===== src/nps_pkg.sv =====
/*
 * Shared constants and types for the power-up sequencer pair.
 * Assumes a single 125 MHz clock shared by both ends.
 */
package nps_pkg;

    // --------------------------------------------------------------
    // Timing
    // --------------------------------------------------------------
    localparam int CLK_MHZ = 125;
    localparam int SELECT_DELAY_MS = 1;
    localparam int WRITE_INHIBIT_DELAY_MS = 5;
    localparam int SELECT_DELAY_CYC = SELECT_DELAY_MS * 1000 * CLK_MHZ;
    localparam int WRITE_INHIBIT_DELAY_CYC = WRITE_INHIBIT_DELAY_MS * 1000 * CLK_MHZ;
    localparam int CNT_W = 24;

    // --------------------------------------------------------------
    // Auto-load target and command opcodes
    // --------------------------------------------------------------
    localparam logic [9:0] LOAD_BLOCK = 10'h000;
    localparam logic [5:0] LOAD_PAGE = 6'h00;
    localparam logic [7:0] OP_WRITE_ENABLE = 8'h06;
    localparam logic [7:0] OP_PAGE_PROGRAM = 8'h10;
    localparam logic [7:0] OP_BLOCK_ERASE = 8'hD8;
    localparam logic [7:0] OP_OTP_PROGRAM = 8'h8C;
    localparam logic [7:0] OP_WRITE_STATUS = 8'h1F;
    localparam logic [7:0] OP_READ_CACHE = 8'h03;
    localparam logic [7:0] OP_READ_CACHE_FAST = 8'h0B;
    localparam logic [7:0] OP_READ_CACHE_QIO = 8'hEB;

    // --------------------------------------------------------------
    // Device and host sequencer states
    // --------------------------------------------------------------
    typedef enum logic [4:0] {
        DS_RESET = 5'h01,
        DS_LOAD = 5'h02,
        DS_INHIBIT = 5'h04,
        DS_READY = 5'h08,
        DS_SLEEP = 5'h10
    } nps_dev_state_t;

    typedef enum logic [3:0] {
        HS_OFF = 4'h1,
        HS_WAIT = 4'h2,
        HS_READ_OK = 4'h4,
        HS_ALL_OK = 4'h8
    } nps_host_state_t;

endpackage


===== src/nps_if.sv =====
/*
 * Carrier between the flash-side sequencer and the host-side gate.
 * Assumes both ends share the system clock.
 */
`timescale 1ns/100ps
interface nps_if;
    logic select_b;
    logic cmd_valid;
    logic [7:0] cmd_op;
    logic cmd_accept;
    logic cmd_ignored;
    logic load_busy;

    modport device (
        input select_b, cmd_valid, cmd_op,
        output cmd_accept, cmd_ignored, load_busy
    );
    modport host (
        output select_b, cmd_valid, cmd_op,
        input cmd_accept, cmd_ignored, load_busy
    );
endinterface


===== src/nps_device.sv =====
/*
 * Flash-side power-up and wake-up sequencer: reset hold, write-inhibit
 * timing, initial state and the block 0 page 0 cache load request.
 * Assumes supply flags are synchronous and the array engine reports done.
 */
`timescale 1ns/100ps

// Notes on behaviour
// - Power-up loads block 0 page 0 with ECC.
// - Cache reads served after the load.
// - Sleep exit repeats the ECC page load.
// - Below threshold: reset, ignore all instructions.
// - Writes ignored until inhibit delay elapses.
// - Host withholds writes until both delays.
// - Reads accepted once select delay passed.
// - Host keeps select high until delay.
// - Power-up: standby, latch and busy cleared.
// - Supply drop disables operations immediately.
module nps_device #(
    // Delay counts in clock cycles; a bench may shorten them to keep runs brief.
    parameter int SELECT_CYC = nps_pkg::SELECT_DELAY_CYC,
    parameter int INHIBIT_CYC = nps_pkg::WRITE_INHIBIT_DELAY_CYC
) (
    // Clock and reset
    input wire logic CLOCK_I,
    input wire logic RST_B_I,
    // Supply flags
    input wire logic ABOVE_THRESHOLD_I,
    input wire logic ABOVE_MIN_I,
    // Sleep control and array engine
    input wire logic SLEEP_ENTER_I,
    input wire logic SLEEP_EXIT_I,
    input wire logic LOAD_DONE_I,
    input wire logic WRITE_ENABLE_SET_I,
    input wire logic OPERATION_START_I,
    input wire logic OPERATION_DONE_I,
    // Serial bus side
    nps_if.device BUS,
    // Status outputs
    output logic LOGIC_RESET_O,
    output logic LOAD_REQ_O,
    output logic [9:0] LOAD_BLOCK_O,
    output logic [5:0] LOAD_PAGE_O,
    output logic LOAD_ECC_O,
    output logic STANDBY_O,
    output logic WRITE_ENABLE_LATCH_O,
    output logic OPERATION_IN_PROGRESS_O,
    output logic WRITE_ALLOWED_O
);

    nps_pkg::nps_dev_state_t state;
    logic [nps_pkg::CNT_W-1:0] inhibit_cnt;
    logic inhibit_done;
    logic [nps_pkg::CNT_W-1:0] vsl_cnt;
    logic vsl_done;
    logic powered;
    logic is_write_op;
    logic is_read_op;
    logic take;

    function automatic logic op_is_write(input logic [7:0] op);
        return op == nps_pkg::OP_WRITE_ENABLE || op == nps_pkg::OP_PAGE_PROGRAM ||
               op == nps_pkg::OP_BLOCK_ERASE || op == nps_pkg::OP_OTP_PROGRAM ||
               op == nps_pkg::OP_WRITE_STATUS;
    endfunction

    function automatic logic op_is_read(input logic [7:0] op);
        return op == nps_pkg::OP_READ_CACHE || op == nps_pkg::OP_READ_CACHE_FAST ||
               op == nps_pkg::OP_READ_CACHE_QIO;
    endfunction

    assign powered = ABOVE_THRESHOLD_I;
    assign is_write_op = op_is_write(BUS.cmd_op);
    assign is_read_op = op_is_read(BUS.cmd_op);
    assign take = BUS.cmd_valid && !BUS.select_b;

    // ------------------------------------------------------------------
    // Power-up timers
    // ------------------------------------------------------------------
    // write-inhibit counter
    always_ff @(posedge CLOCK_I or negedge RST_B_I) begin
        if (!RST_B_I) begin
            inhibit_cnt <= '0;
            inhibit_done <= 1'b0;
        end else if (!powered) begin
            inhibit_cnt <= '0;
            inhibit_done <= 1'b0;
        end else if (inhibit_cnt == nps_pkg::CNT_W'(INHIBIT_CYC - 1)) begin
            inhibit_done <= 1'b1;
        end else begin
            inhibit_cnt <= inhibit_cnt + 1'b1;
        end
    end

    always_ff @(posedge CLOCK_I or negedge RST_B_I) begin
        if (!RST_B_I) begin
            vsl_cnt <= '0;
            vsl_done <= 1'b0;
        end else if (!powered || !ABOVE_MIN_I) begin
            vsl_cnt <= '0;
            vsl_done <= 1'b0;
        end else if (vsl_cnt == nps_pkg::CNT_W'(SELECT_CYC - 1)) begin
            vsl_done <= 1'b1;
        end else begin
            vsl_cnt <= vsl_cnt + 1'b1;
        end
    end

    // ------------------------------------------------------------------
    // Sequencer
    // ------------------------------------------------------------------
    always_ff @(posedge CLOCK_I or negedge RST_B_I) begin
        if (!RST_B_I) begin
            state <= nps_pkg::DS_RESET;
        end else if (!powered) begin
            state <= nps_pkg::DS_RESET;
        end else begin
            unique case (state)
                nps_pkg::DS_RESET: begin
                    state <= nps_pkg::DS_LOAD;
                end
                nps_pkg::DS_LOAD: begin
                    if (LOAD_DONE_I) begin
                        state <= inhibit_done ? nps_pkg::DS_READY : nps_pkg::DS_INHIBIT;
                    end
                end
                nps_pkg::DS_INHIBIT: begin
                    if (inhibit_done) begin
                        state <= nps_pkg::DS_READY;
                    end else if (SLEEP_ENTER_I) begin
                        state <= nps_pkg::DS_SLEEP;
                    end
                end
                nps_pkg::DS_READY: begin
                    if (SLEEP_ENTER_I) begin
                        state <= nps_pkg::DS_SLEEP;
                    end
                end
                nps_pkg::DS_SLEEP: begin
                    if (SLEEP_EXIT_I) begin
                        state <= nps_pkg::DS_LOAD;
                    end
                end
                default: state <= nps_pkg::DS_RESET;
            endcase
        end
    end

    // ------------------------------------------------------------------
    // Load request and outputs
    // ------------------------------------------------------------------
    // page load with ECC decode
    always_ff @(posedge CLOCK_I or negedge RST_B_I) begin
        if (!RST_B_I) begin
            LOAD_REQ_O <= 1'b0;
            LOAD_BLOCK_O <= nps_pkg::LOAD_BLOCK;
            LOAD_PAGE_O <= nps_pkg::LOAD_PAGE;
            LOAD_ECC_O <= 1'b0;
        end else begin
            LOAD_REQ_O <= powered && state == nps_pkg::DS_LOAD && !LOAD_DONE_I;
            LOAD_BLOCK_O <= nps_pkg::LOAD_BLOCK;
            LOAD_PAGE_O <= nps_pkg::LOAD_PAGE;
            LOAD_ECC_O <= powered && state == nps_pkg::DS_LOAD && !LOAD_DONE_I;
        end
    end

    // logic held in reset below threshold
    always_ff @(posedge CLOCK_I or negedge RST_B_I) begin
        if (!RST_B_I) begin
            LOGIC_RESET_O <= 1'b1;
            STANDBY_O <= 1'b0;
            WRITE_ALLOWED_O <= 1'b0;
        end else begin
            LOGIC_RESET_O <= !powered;
            STANDBY_O <= powered && state != nps_pkg::DS_RESET && state != nps_pkg::DS_SLEEP;
            WRITE_ALLOWED_O <= powered && inhibit_done;
        end
    end

    // latch and busy cleared at power-up
    always_ff @(posedge CLOCK_I or negedge RST_B_I) begin
        if (!RST_B_I) begin
            WRITE_ENABLE_LATCH_O <= 1'b0;
            OPERATION_IN_PROGRESS_O <= 1'b0;
        end else if (!powered || state == nps_pkg::DS_RESET) begin
            WRITE_ENABLE_LATCH_O <= 1'b0;
            OPERATION_IN_PROGRESS_O <= 1'b0;
        end else begin
            if (WRITE_ENABLE_SET_I && inhibit_done) begin
                WRITE_ENABLE_LATCH_O <= 1'b1;
            end else if (OPERATION_DONE_I) begin
                WRITE_ENABLE_LATCH_O <= 1'b0;
            end
            // A start in the same cycle as a done keeps the busy flag set.
            if (OPERATION_START_I && inhibit_done) begin
                OPERATION_IN_PROGRESS_O <= 1'b1;
            end else if (OPERATION_DONE_I) begin
                OPERATION_IN_PROGRESS_O <= 1'b0;
            end
        end
    end

    // ------------------------------------------------------------------
    // Command gate
    // ------------------------------------------------------------------
    always_ff @(posedge CLOCK_I or negedge RST_B_I) begin
        if (!RST_B_I) begin
            BUS.cmd_accept <= 1'b0;
            BUS.cmd_ignored <= 1'b0;
            BUS.load_busy <= 1'b1;
        end else begin
            BUS.load_busy <= !powered || state == nps_pkg::DS_RESET || state == nps_pkg::DS_LOAD;
            if (!take) begin
                BUS.cmd_accept <= 1'b0;
                BUS.cmd_ignored <= 1'b0;
            end else if (!powered || state == nps_pkg::DS_RESET) begin
                BUS.cmd_accept <= 1'b0;
                BUS.cmd_ignored <= 1'b1;
            end else if (is_write_op) begin
                BUS.cmd_accept <= inhibit_done && vsl_done;
                BUS.cmd_ignored <= !(inhibit_done && vsl_done);
            end else if (is_read_op) begin
                // cache reads once select delay passed and load done
                BUS.cmd_accept <= vsl_done && state != nps_pkg::DS_LOAD;
                BUS.cmd_ignored <= !(vsl_done && state != nps_pkg::DS_LOAD);
            end else begin
                BUS.cmd_accept <= vsl_done;
                BUS.cmd_ignored <= !vsl_done;
            end
        end
    end

endmodule // nps_device


===== src/flat_wrapper.sv =====
// flat-port wrapper written by rule: the top's interface ports become plain ports
module nps_device_flat 
#(
                                                                                 
    parameter int SELECT_CYC = nps_pkg::SELECT_DELAY_CYC,
    parameter int INHIBIT_CYC = nps_pkg::WRITE_INHIBIT_DELAY_CYC
)
  (CLOCK_I, RST_B_I, ABOVE_THRESHOLD_I, ABOVE_MIN_I, SLEEP_ENTER_I, SLEEP_EXIT_I, LOAD_DONE_I, WRITE_ENABLE_SET_I, OPERATION_START_I, OPERATION_DONE_I, LOGIC_RESET_O, LOAD_REQ_O, LOAD_BLOCK_O, LOAD_PAGE_O, LOAD_ECC_O, STANDBY_O, WRITE_ENABLE_LATCH_O, OPERATION_IN_PROGRESS_O, WRITE_ALLOWED_O, BUS_select_b, BUS_cmd_valid, BUS_cmd_op, BUS_cmd_accept, BUS_cmd_ignored, BUS_load_busy);
  nps_if BUS_i ();
  input wire logic CLOCK_I;
  input wire logic RST_B_I;
  input wire logic ABOVE_THRESHOLD_I;
  input wire logic ABOVE_MIN_I;
  input wire logic SLEEP_ENTER_I;
  input wire logic SLEEP_EXIT_I;
  input wire logic LOAD_DONE_I;
  input wire logic WRITE_ENABLE_SET_I;
  input wire logic OPERATION_START_I;
  input wire logic OPERATION_DONE_I;
  output logic LOGIC_RESET_O;
  output logic LOAD_REQ_O;
  output logic [9:0] LOAD_BLOCK_O;
  output logic [5:0] LOAD_PAGE_O;
  output logic LOAD_ECC_O;
  output logic STANDBY_O;
  output logic WRITE_ENABLE_LATCH_O;
  output logic OPERATION_IN_PROGRESS_O;
  output logic WRITE_ALLOWED_O;
  input wire logic [$bits(BUS_i.select_b)-1:0] BUS_select_b;
  input wire logic [$bits(BUS_i.cmd_valid)-1:0] BUS_cmd_valid;
  input wire logic [$bits(BUS_i.cmd_op)-1:0] BUS_cmd_op;
  output wire logic [$bits(BUS_i.cmd_accept)-1:0] BUS_cmd_accept;
  output wire logic [$bits(BUS_i.cmd_ignored)-1:0] BUS_cmd_ignored;
  output wire logic [$bits(BUS_i.load_busy)-1:0] BUS_load_busy;
  assign BUS_i.select_b = BUS_select_b;
  assign BUS_i.cmd_valid = BUS_cmd_valid;
  assign BUS_i.cmd_op = BUS_cmd_op;
  assign BUS_cmd_accept = BUS_i.cmd_accept;
  assign BUS_cmd_ignored = BUS_i.cmd_ignored;
  assign BUS_load_busy = BUS_i.load_busy;
  nps_device #(.SELECT_CYC(SELECT_CYC), .INHIBIT_CYC(INHIBIT_CYC)) u_core (.CLOCK_I(CLOCK_I), .RST_B_I(RST_B_I), .ABOVE_THRESHOLD_I(ABOVE_THRESHOLD_I), .ABOVE_MIN_I(ABOVE_MIN_I), .SLEEP_ENTER_I(SLEEP_ENTER_I), .SLEEP_EXIT_I(SLEEP_EXIT_I), .LOAD_DONE_I(LOAD_DONE_I), .WRITE_ENABLE_SET_I(WRITE_ENABLE_SET_I), .OPERATION_START_I(OPERATION_START_I), .OPERATION_DONE_I(OPERATION_DONE_I), .BUS(BUS_i), .LOGIC_RESET_O(LOGIC_RESET_O), .LOAD_REQ_O(LOAD_REQ_O), .LOAD_BLOCK_O(LOAD_BLOCK_O), .LOAD_PAGE_O(LOAD_PAGE_O), .LOAD_ECC_O(LOAD_ECC_O), .STANDBY_O(STANDBY_O), .WRITE_ENABLE_LATCH_O(WRITE_ENABLE_LATCH_O), .OPERATION_IN_PROGRESS_O(OPERATION_IN_PROGRESS_O), .WRITE_ALLOWED_O(WRITE_ALLOWED_O));
endmodule

===== config.mk =====
export PLATFORM = sky130hd
export DESIGN_NAME = nps_device_flat
export DESIGN_NICKNAME = d
export VERILOG_FILES = /design/src/nps_pkg.sv /design/src/nps_if.sv /design/src/nps_device.sv /design/src/flat_wrapper.sv
export SDC_FILE = /design/constraint.sdc
export NUM_CORES = 1
export LEC_CHECK = 0
export ABC_CLOCK_PERIOD_IN_PS = 1700
export BUFFER_PORTS_ARGS = -buffer_cell sky130_fd_sc_hd__buf_4
export CAP_MARGIN = 10
export CORE_ASPECT_RATIO = 0.75
export CORE_UTILIZATION = 35
export CTS_BUF_LIST = sky130_fd_sc_hd__clkbuf_8
export DETAILED_ROUTE_END_ITERATION = 6
export PLACE_DENSITY_LB_ADDON = 0.25
export REMOVE_ABC_BUFFERS = 1
export SETUP_SLACK_MARGIN = 0.05
export SLEW_MARGIN = 20
export SYNTH_ARGS = -nofsm -noshare
export SYNTH_HDL_FRONTEND = slang
export SYNTH_SLANG_ARGS = --single-unit

===== constraint.sdc =====
create_clock -name CLOCK_I -period 1.7 [get_ports CLOCK_I]
set_input_delay 0.34 -clock CLOCK_I [delete_from_list [all_inputs] [get_ports CLOCK_I]]
set_output_delay 0.34 -clock CLOCK_I [all_outputs]
set_load 0.01 [all_outputs]

-- Word-level counts from Yosys, hierarchy flattened
Cells that the tools add are included.
- register bits after elaboration: 64
- bits of input ports: 20
- output and inout bits: 26
- add/subtract/negate cells: 2
- equal/unequal tests: 23
- muxes and demuxes: 28
- reduce and logical (&&, ||, !) cells: 30
- operators by type and width (kind ; count):
    $mux W24 ; 4
    $add A24 B1 Y24 const B ; 2
    $mux W5 ; 5
    $pmux W5 S5 ; 1
    $eq A24 B17 Y1 const B ; 1
    $eq A24 B20 Y1 const B ; 1
    $eq A8 B8 Y1 const B ; 3
    $mux W1 ; 17
    $eq A8 B5 Y1 const B ; 2
    $logic_and A1 B1 Y1 ; 10
    $logic_or A1 B1 Y1 ; 9
    $eq A8 B2 Y1 const B ; 1
    $eq A8 B3 Y1 const B ; 1
    $eq A8 B4 Y1 const B ; 1
    $logic_not A1 Y1 ; 7
    $ne A3 B3 Y1 const B ; 2
    $reduce_bool A3 Y1 ; 2
    $eq A5 B1 Y1 const B ; 1
    $eq A5 B2 Y1 const B ; 1
    $eq A5 B3 Y1 const B ; 1
    $eq A5 B4 Y1 const B ; 1
    $eq A5 B5 Y1 const B ; 1
    $ne A5 B1 Y1 const B ; 1
    $ne A5 B2 Y1 const B ; 1
    other kinds (6) ; 7

-- Logic depth before layout (Yosys ltp)
- word-level depth: 8
- mapped depth: 7
- depth with buffers taken out: 6

-- Least setup slack after synthesis
OpenSTA, ideal clock, no wires.
- path kind: flip-flop to flip-flop
- start point: register u_core.state[0]
- end point: register u_core.state[2]
- setup time: 0.096 ns
- data arrival time: 1.685 ns
- data required time: 1.604 ns
- path slack: -0.081 ns
- cell stages (with the launch flop): 6
- path buffers: 1
- clock period less this slack: 1.781 ns
- cell sequence: dfstp_2 > clkbuf_1 > xor2_1 > a221oi_1 > a2111o_1 > nor4_2
- word-level cells in the longest chain between the ends: 3
- elaborated cells between the ends (all ways): 10
- RTL lines (what ; RTL line ; text):
    start: declaration ; nps_device.sv:51 ; nps_pkg::nps_dev_state_t state;
    start signal: assignment ; nps_device.sv:114 ; state <= nps_pkg::DS_RESET;
    start signal: assignment ; nps_device.sv:116 ; state <= nps_pkg::DS_RESET;
    start signal: assignment ; nps_device.sv:120 ; state <= nps_pkg::DS_LOAD;
    $eq A5 B5 Y1 (tied with other cells) ; nps_device.sv:118 ; unique case (state)
    $pmux W5 S5 or $ne A3 B3 Y1 (tied branches) ; -- ;
    $mux W5 or $reduce_and A2 Y1 (tied branches) ; -- ;
Parallel ways exist; a longest one is shown, timed or not.
A chain may end at the register's enable or synchronous reset.

-- Worst setup path in the final report
- start point: register u_core.vsl_cnt[17] in the netlist's numbering
- end point: register u_core.vsl_cnt[23] in the netlist's numbering
- word-level cells in the longest chain between the ends: 3
- elaborated cells between the ends (all ways): 5
- RTL lines (what ; RTL line ; text):
    start: declaration ; nps_device.sv:54 ; logic [nps_pkg::CNT_W-1:0] vsl_cnt;
    start signal: assignment ; nps_device.sv:105 ; vsl_cnt <= vsl_cnt + 1'b1;
    $add A24 B1 Y24 ; nps_device.sv:105 ;
    $mux W24 ; nps_device.sv:102 ; end else if (vsl_cnt == nps_pkg::CNT_W'(SELECT_CYC - 1)) begin
    $mux W24 ; nps_device.sv:99 ; end else if (!powered || !ABOVE_MIN_I) begin
Parallel ways exist; a longest one is shown, timed or not. The select of a mux whose other input is x is not followed.

==> impl_metrics.prom <==
# TYPE chip_impl_metric gauge
chip_impl_metric{name="count_of_nets_left_with_antenna_violations_after_detail_routing",unit=""} 0
chip_impl_metric{name="net_count_of_the_finished_layout",unit=""} 489
chip_impl_metric{name="p_switching",unit="mW"} 0.9684
chip_impl_metric{name="initialDrtViolationCount",unit=""} 123
chip_impl_info{name="cts_root_buf",value="sky130_fd_sc_hd__clkbuf_8"} 1
chip_impl_metric{name="layout.filler_cells",unit=""} 868
chip_impl_metric{name="powerDensity",unit="nW/um^2"} 786.4
chip_impl_metric{name="grt_pass1_vias",unit=""} 2725
chip_impl_metric{name="i_o_buffers",unit=""} 29
chip_impl_metric{name="numClockSinks",unit=""} 64
chip_impl_metric{name="worst-slew-pin-transition",unit="ps"} 537.5
chip_impl_metric{name="timing.fmax",unit="GHz"} 0.5528
chip_impl_metric{name="via_count",unit=""} 2921
chip_impl_metric{name="drive_gt1_frac",unit=""} 0.3538
chip_impl_metric{name="floorplan.die_area",unit="um^2"} 10350
chip_impl_info{name="run_status",value="complete, but fails checks"} 1
chip_impl_metric{name="route.detailed.vias_per_inst",unit=""} 4.836
chip_impl_metric{name="cts_buffers",unit=""} 9
chip_impl_metric{name="layout-area-overhead-vs-synth",unit="%"} 36.09
chip_impl_metric{name="timing.final.ws_setup",unit="ps"} -109.0
chip_impl_metric{name="internal_dissipation",unit="mW"} 2.757
chip_impl_info{name="critPathTopFamily",value="simple AND/OR/NAND/NOR gates"} 1
chip_impl_metric{name="asyncSetResetFlopFracSynth",unit=""} 1.000
chip_impl_info{name="synth_flop_cell",value="sky130_fd_sc_hd__dfrtp_1"} 1
chip_impl_metric{name="synthesis.yosys.warnings",unit=""} 0
chip_impl_metric{name="clock_tree.htree_level_count",unit=""} 3
chip_impl_metric{name="grt_max_degree",unit=""} 32
chip_impl_metric{name="ys_ff_latch",unit=""} 64
chip_impl_metric{name="ys_seq_area_frac",unit=""} 0.4612
chip_impl_info{name="cts_tree",value="yes"} 1
chip_impl_metric{name="final_routed_drc_violation_total",unit=""} 0
chip_impl_metric{name="ios",unit=""} 46
chip_impl_metric{name="routed_wire_length_per_instance",unit="um"} 13.41
chip_impl_metric{name="clock-skew-final",unit="ps"} 6.133
chip_impl_info{name="violated_checks",value="negative setup slack"} 1
chip_impl_metric{name="initial_antenna_violation_count",unit=""} 0
chip_impl_metric{name="clk-insertion-delay-late",unit="ps"} 340
chip_impl_info{name="critical_path.endpoint_type",value="register"} 1
chip_impl_metric{name="die-height",unit="um"} 88.37
chip_impl_metric{name="die_wd",unit="um"} 117.2
chip_impl_metric{name="worstPathRequired",unit="ps"} 1980
chip_impl_metric{name="clk_transition_reported_paths",unit="ps"} 70
chip_impl_metric{name="post-synth-top-area-fraction",unit=""} 0.4385
chip_impl_metric{name="portion_of_total_power_attributed_to_the_clock_network",unit=""} 0.381
chip_impl_metric{name="period_needed",unit="ps"} 1809
chip_impl_metric{name="std_cell_rows",unit=""} 31
chip_impl_metric{name="grt_first_pass_wirelength",unit="um"} 12980
chip_impl_metric{name="dp_worst_setup_slack",unit="ps"} -177.6
chip_impl_info{name="timing.setup.critical_path_class",value="reg2reg"} 1
chip_impl_metric{name="post_synth_instance_area",unit="um^2"} 3481
chip_impl_info{name="netlist_top_cells_area",value="sky130_fd_sc_hd__dfrtp_1, sky130_fd_sc_hd__nor2_1, sky130_fd_sc_hd__xor2_1"} 1
chip_impl_info{name="rsz0062_at_grt",value="true"} 1
chip_impl_metric{name="switching_share",unit=""} 0.2600
chip_impl_metric{name="critPathMaxFanout",unit=""} 4
chip_impl_metric{name="timing_hold_violations_final",unit=""} 0
chip_impl_metric{name="design.core.area",unit="um^2"} 9658
chip_impl_metric{name="finalSetupViolations",unit=""} 5
chip_impl_metric{name="critPathMaxStageDelay",unit="ps"} 520
chip_impl_metric{name="layout_worst_path_cycle_share",unit=""} 1.064
chip_impl_info{name="cells_along_the_critical_path",value="buf_6 -> and3_4 -> nand4_1 -> or4b_4 -> or3_1 -> nand2_1"} 1
chip_impl_metric{name="dp_hpwl",unit="um"} 5503
chip_impl_metric{name="dpl_cell_area",unit="um^2"} 4208
chip_impl_metric{name="initial_util",unit=""} 0.3604
chip_impl_info{name="min_delay_path_class",value="in2reg"} 1
chip_impl_metric{name="critical_path_buf_inv_count",unit=""} 1
chip_impl_metric{name="cp.arrival",unit="ps"} 2090
chip_impl_metric{name="leakage",unit="nW"} 2.093
chip_impl_metric{name="first_pass_iters",unit=""} 4
chip_impl_metric{name="overall_global_routing_resource_usage",unit=""} 0.1651
chip_impl_metric{name="synthesized_area_per_cell",unit="um^2"} 9.382
chip_impl_metric{name="seqPwrFrac",unit=""} 0.444
chip_impl_metric{name="synth_enable_flop_cells",unit=""} 0
chip_impl_info{name="synth_area_leader_cell",value="sky130_fd_sc_hd__dfrtp_1"} 1
chip_impl_metric{name="yosysUniqueCellTypes",unit=""} 52
chip_impl_metric{name="cap_violations",unit=""} 0
chip_impl_metric{name="antenna-diode-count",unit=""} 0
chip_impl_metric{name="grt.overflow.total",unit=""} 0
chip_impl_metric{name="clk_path_buf_depth",unit=""} 2
chip_impl_metric{name="max-slew-margin-rel",unit=""} 0.6370
chip_impl_info{name="highest_delay_cell_along_the_critical_path",value="sky130_fd_sc_hd__or4b_4"} 1
chip_impl_metric{name="netlist_instances",unit=""} 371
chip_impl_metric{name="final_cell_area",unit="um^2"} 4737
chip_impl_info{name="setup.worst_path.start_class",value="register"} 1
chip_impl_metric{name="power.share.combinational",unit=""} 0.175
chip_impl_metric{name="finalMaxSlewViolations",unit=""} 0
chip_impl_metric{name="drt-total-wl",unit="um"} 8098
chip_impl_metric{name="max-vdd-ir-drop",unit="uV"} 620.7
chip_impl_metric{name="place_congestion",unit=""} 0.7467
## registers in the layout, summed over array words and instances (netlist names)
register and flops:
u_core.vsl_cnt 24, u_core.BUS.cmd_accept 1, u_core.vsl_done 1, u_core.inhibit_cnt 24, u_core.WRITE_ALLOWED_O 1, u_core.BUS.cmd_ignored 1
u_core.state 5, u_core.LOGIC_RESET_O 1, u_core.LOAD_REQ_O 1, u_core.BUS.load_busy 1, u_core.OPERATION_IN_PROGRESS_O 1, u_core.STANDBY_O 1
u_core.inhibit_done 1, u_core.WRITE_ENABLE_LATCH_O 1
## through the flow
stage	TNS, ps	cells	hold WS [ps]	power [mW]	util
global route	-824.2	604	139.4	3.914	0.4905
global placement	-266.9	577	277.5	2.170	0.4357
finish	-207.9	604	152.3	3.725	0.4905
floorplan	-178.2	354	44.41	1.915	-
detailed placement	-557.8	577	277.8	2.170	0.4357
CTS	-127.2	599	140.6	3.637	0.4692
## layout make-up
type | count | area [um^2] | share of cell area
Clock buffer | 10 | 137.6 | 0.02905
Clock inverter | 6 | 76.32 | 0.01611
Inverter | 9 | 33.78 | 0.007132
Multi-Input combinational cell | 281 | 1899 | 0.4010
Sequential cell | 64 | 1613 | 0.3405
Tap cell | 132 | 165.2 | 0.03487
Timing Repair Buffer | 102 | 812.0 | 0.1714
## placed cells by master (no fill, tap or decap), drive strengths merged, types with 2 or more instances in the layout
cell,n
o21ai,11
nor4,9
a21oi,13
bufinv,2
nand3,19
clkbuf,10
xnor2,18
and3,15
ha,2
or3,10
nor4b,3
buf,101
inv,12
nor2,58
xor2,20
conb,16
nor3,16
mux2i,4
a22oi,2
dfrtp,61
and4,5
nor2b,2
or4b,2
dfstp,3
nor3b,2
and2,3
nand4,12
nand2b,5
nand2,19
## worst register-to-register path: cells and delay by family (launching register included)
kind                   cells  cell delay (ps)
buffers and inverters      1              120
DFF                        1              380
and+or+nand+nor            5             1250
## layer usage
| layer | GRT usage | wire length, um |
|---|---|---|
| met4 | 0.05639 | 110 |
| met3 | 0.05000 | 312 |
| met1 | 0.2358 | 4100 |
| met5 | 0 | 0 |
| met2 | 0.2358 | 3575 |
## synth_stat cells (2+ instances only)
cell,n
sky130_fd_sc_hd__dfstp_2,3
sky130_fd_sc_hd__buf_4,17
sky130_fd_sc_hd__and4_4,2
sky130_fd_sc_hd__nand2_1,19
sky130_fd_sc_hd__nor3_1,16
sky130_fd_sc_hd__xor2_1,20
sky130_fd_sc_hd__nand4_1,12
sky130_fd_sc_hd__or3_1,10
sky130_fd_sc_hd__a21oi_1,13
sky130_fd_sc_hd__nand2b_1,4
sky130_fd_sc_hd__clkbuf_1,10
sky130_fd_sc_hd__o21ai_0,11
sky130_fd_sc_hd__nand3_1,18
sky130_fd_sc_hd__and4_1,3
sky130_fd_sc_hd__a22oi_1,2
sky130_fd_sc_hd__xnor2_1,18
sky130_fd_sc_hd__nor2b_1,2
sky130_fd_sc_hd__and3_4,2
sky130_fd_sc_hd__buf_2,5
sky130_fd_sc_hd__inv_1,9
sky130_fd_sc_hd__and2_1,3
sky130_fd_sc_hd__nor4_1,7
sky130_fd_sc_hd__and3_1,11
sky130_fd_sc_hd__mux2i_1,4
sky130_fd_sc_hd__nor4b_1,3
sky130_fd_sc_hd__ha_1,2
sky130_fd_sc_hd__and3_2,2
sky130_fd_sc_hd__dfrtp_1,61
sky130_fd_sc_hd__nor2_1,58
sky130_fd_sc_hd__nor3b_1,2
## power groups by stage
stage / Sequential (mW) / Clock [mW] / Combinational [mW]
after CTS: 1.65 / 1.46 / 0.531
after global routing: 1.66 / 1.53 / 0.722
after detailed placement: 1.69 / 0 / 0.477
after global placement: 1.70 / 0 / 0.475
final: 1.65 / 1.42 / 0.651
after floorplan: 1.70 / 0 / 0.212
## worst paths after layout
check / start / endpoint / slack, ps / depth (start not counted)
worst max-delay path: u_core.vsl_cnt[17]$_DFFE_PN0P_ / u_core.vsl_cnt[23]$_DFFE_PN0P_ / -110 / 6
worst min-delay path: LOAD_DONE_I / u_core.LOAD_REQ_O$_DFF_PN0_ / 150 / 2
worst max register to register: u_core.vsl_cnt[17]$_DFFE_PN0P_ / u_core.vsl_cnt[23]$_DFFE_PN0P_ / -110 / 6
worst min register to register: u_core.OPERATION_IN_PROGRESS_O$_DFFE_PN0P_ / u_core.OPERATION_IN_PROGRESS_O$_DFFE_PN0P_ / 530 / 2
max in group asynchronous: RST_B_I / u_core.vsl_cnt[19]$_DFFE_PN0P_ / 760 / 3
min in group asynchronous: RST_B_I / u_core.inhibit_cnt[17]$_DFFE_PN0P_ / 440 / 2
## kinds of logic (layout without fill, tap and decap cells)
kind of cell	Yosys count	after routing	share of synthesized area
xor gates and xnor gates	38	38	0.09561
muxes	4	4	0.01150
DFF	64	64	0.4612
other	1	16	0.001077
and+or+nand+nor	185	185	0.2926
adders and majority gates	2	2	0.007188
buffers and inverters	41	127	0.06434
AOI/OAI and AO/OA	36	36	0.06650
## timing repair
action,CTS,global route
gates resized for setup,15,34
setup endpoints to repair,14,27
hold buffers,1,0
hold endpoints to repair,21,0
buffers inserted,5,5
pin swaps,13,9
No activity file was read; power rests on OpenSTA's default activity.
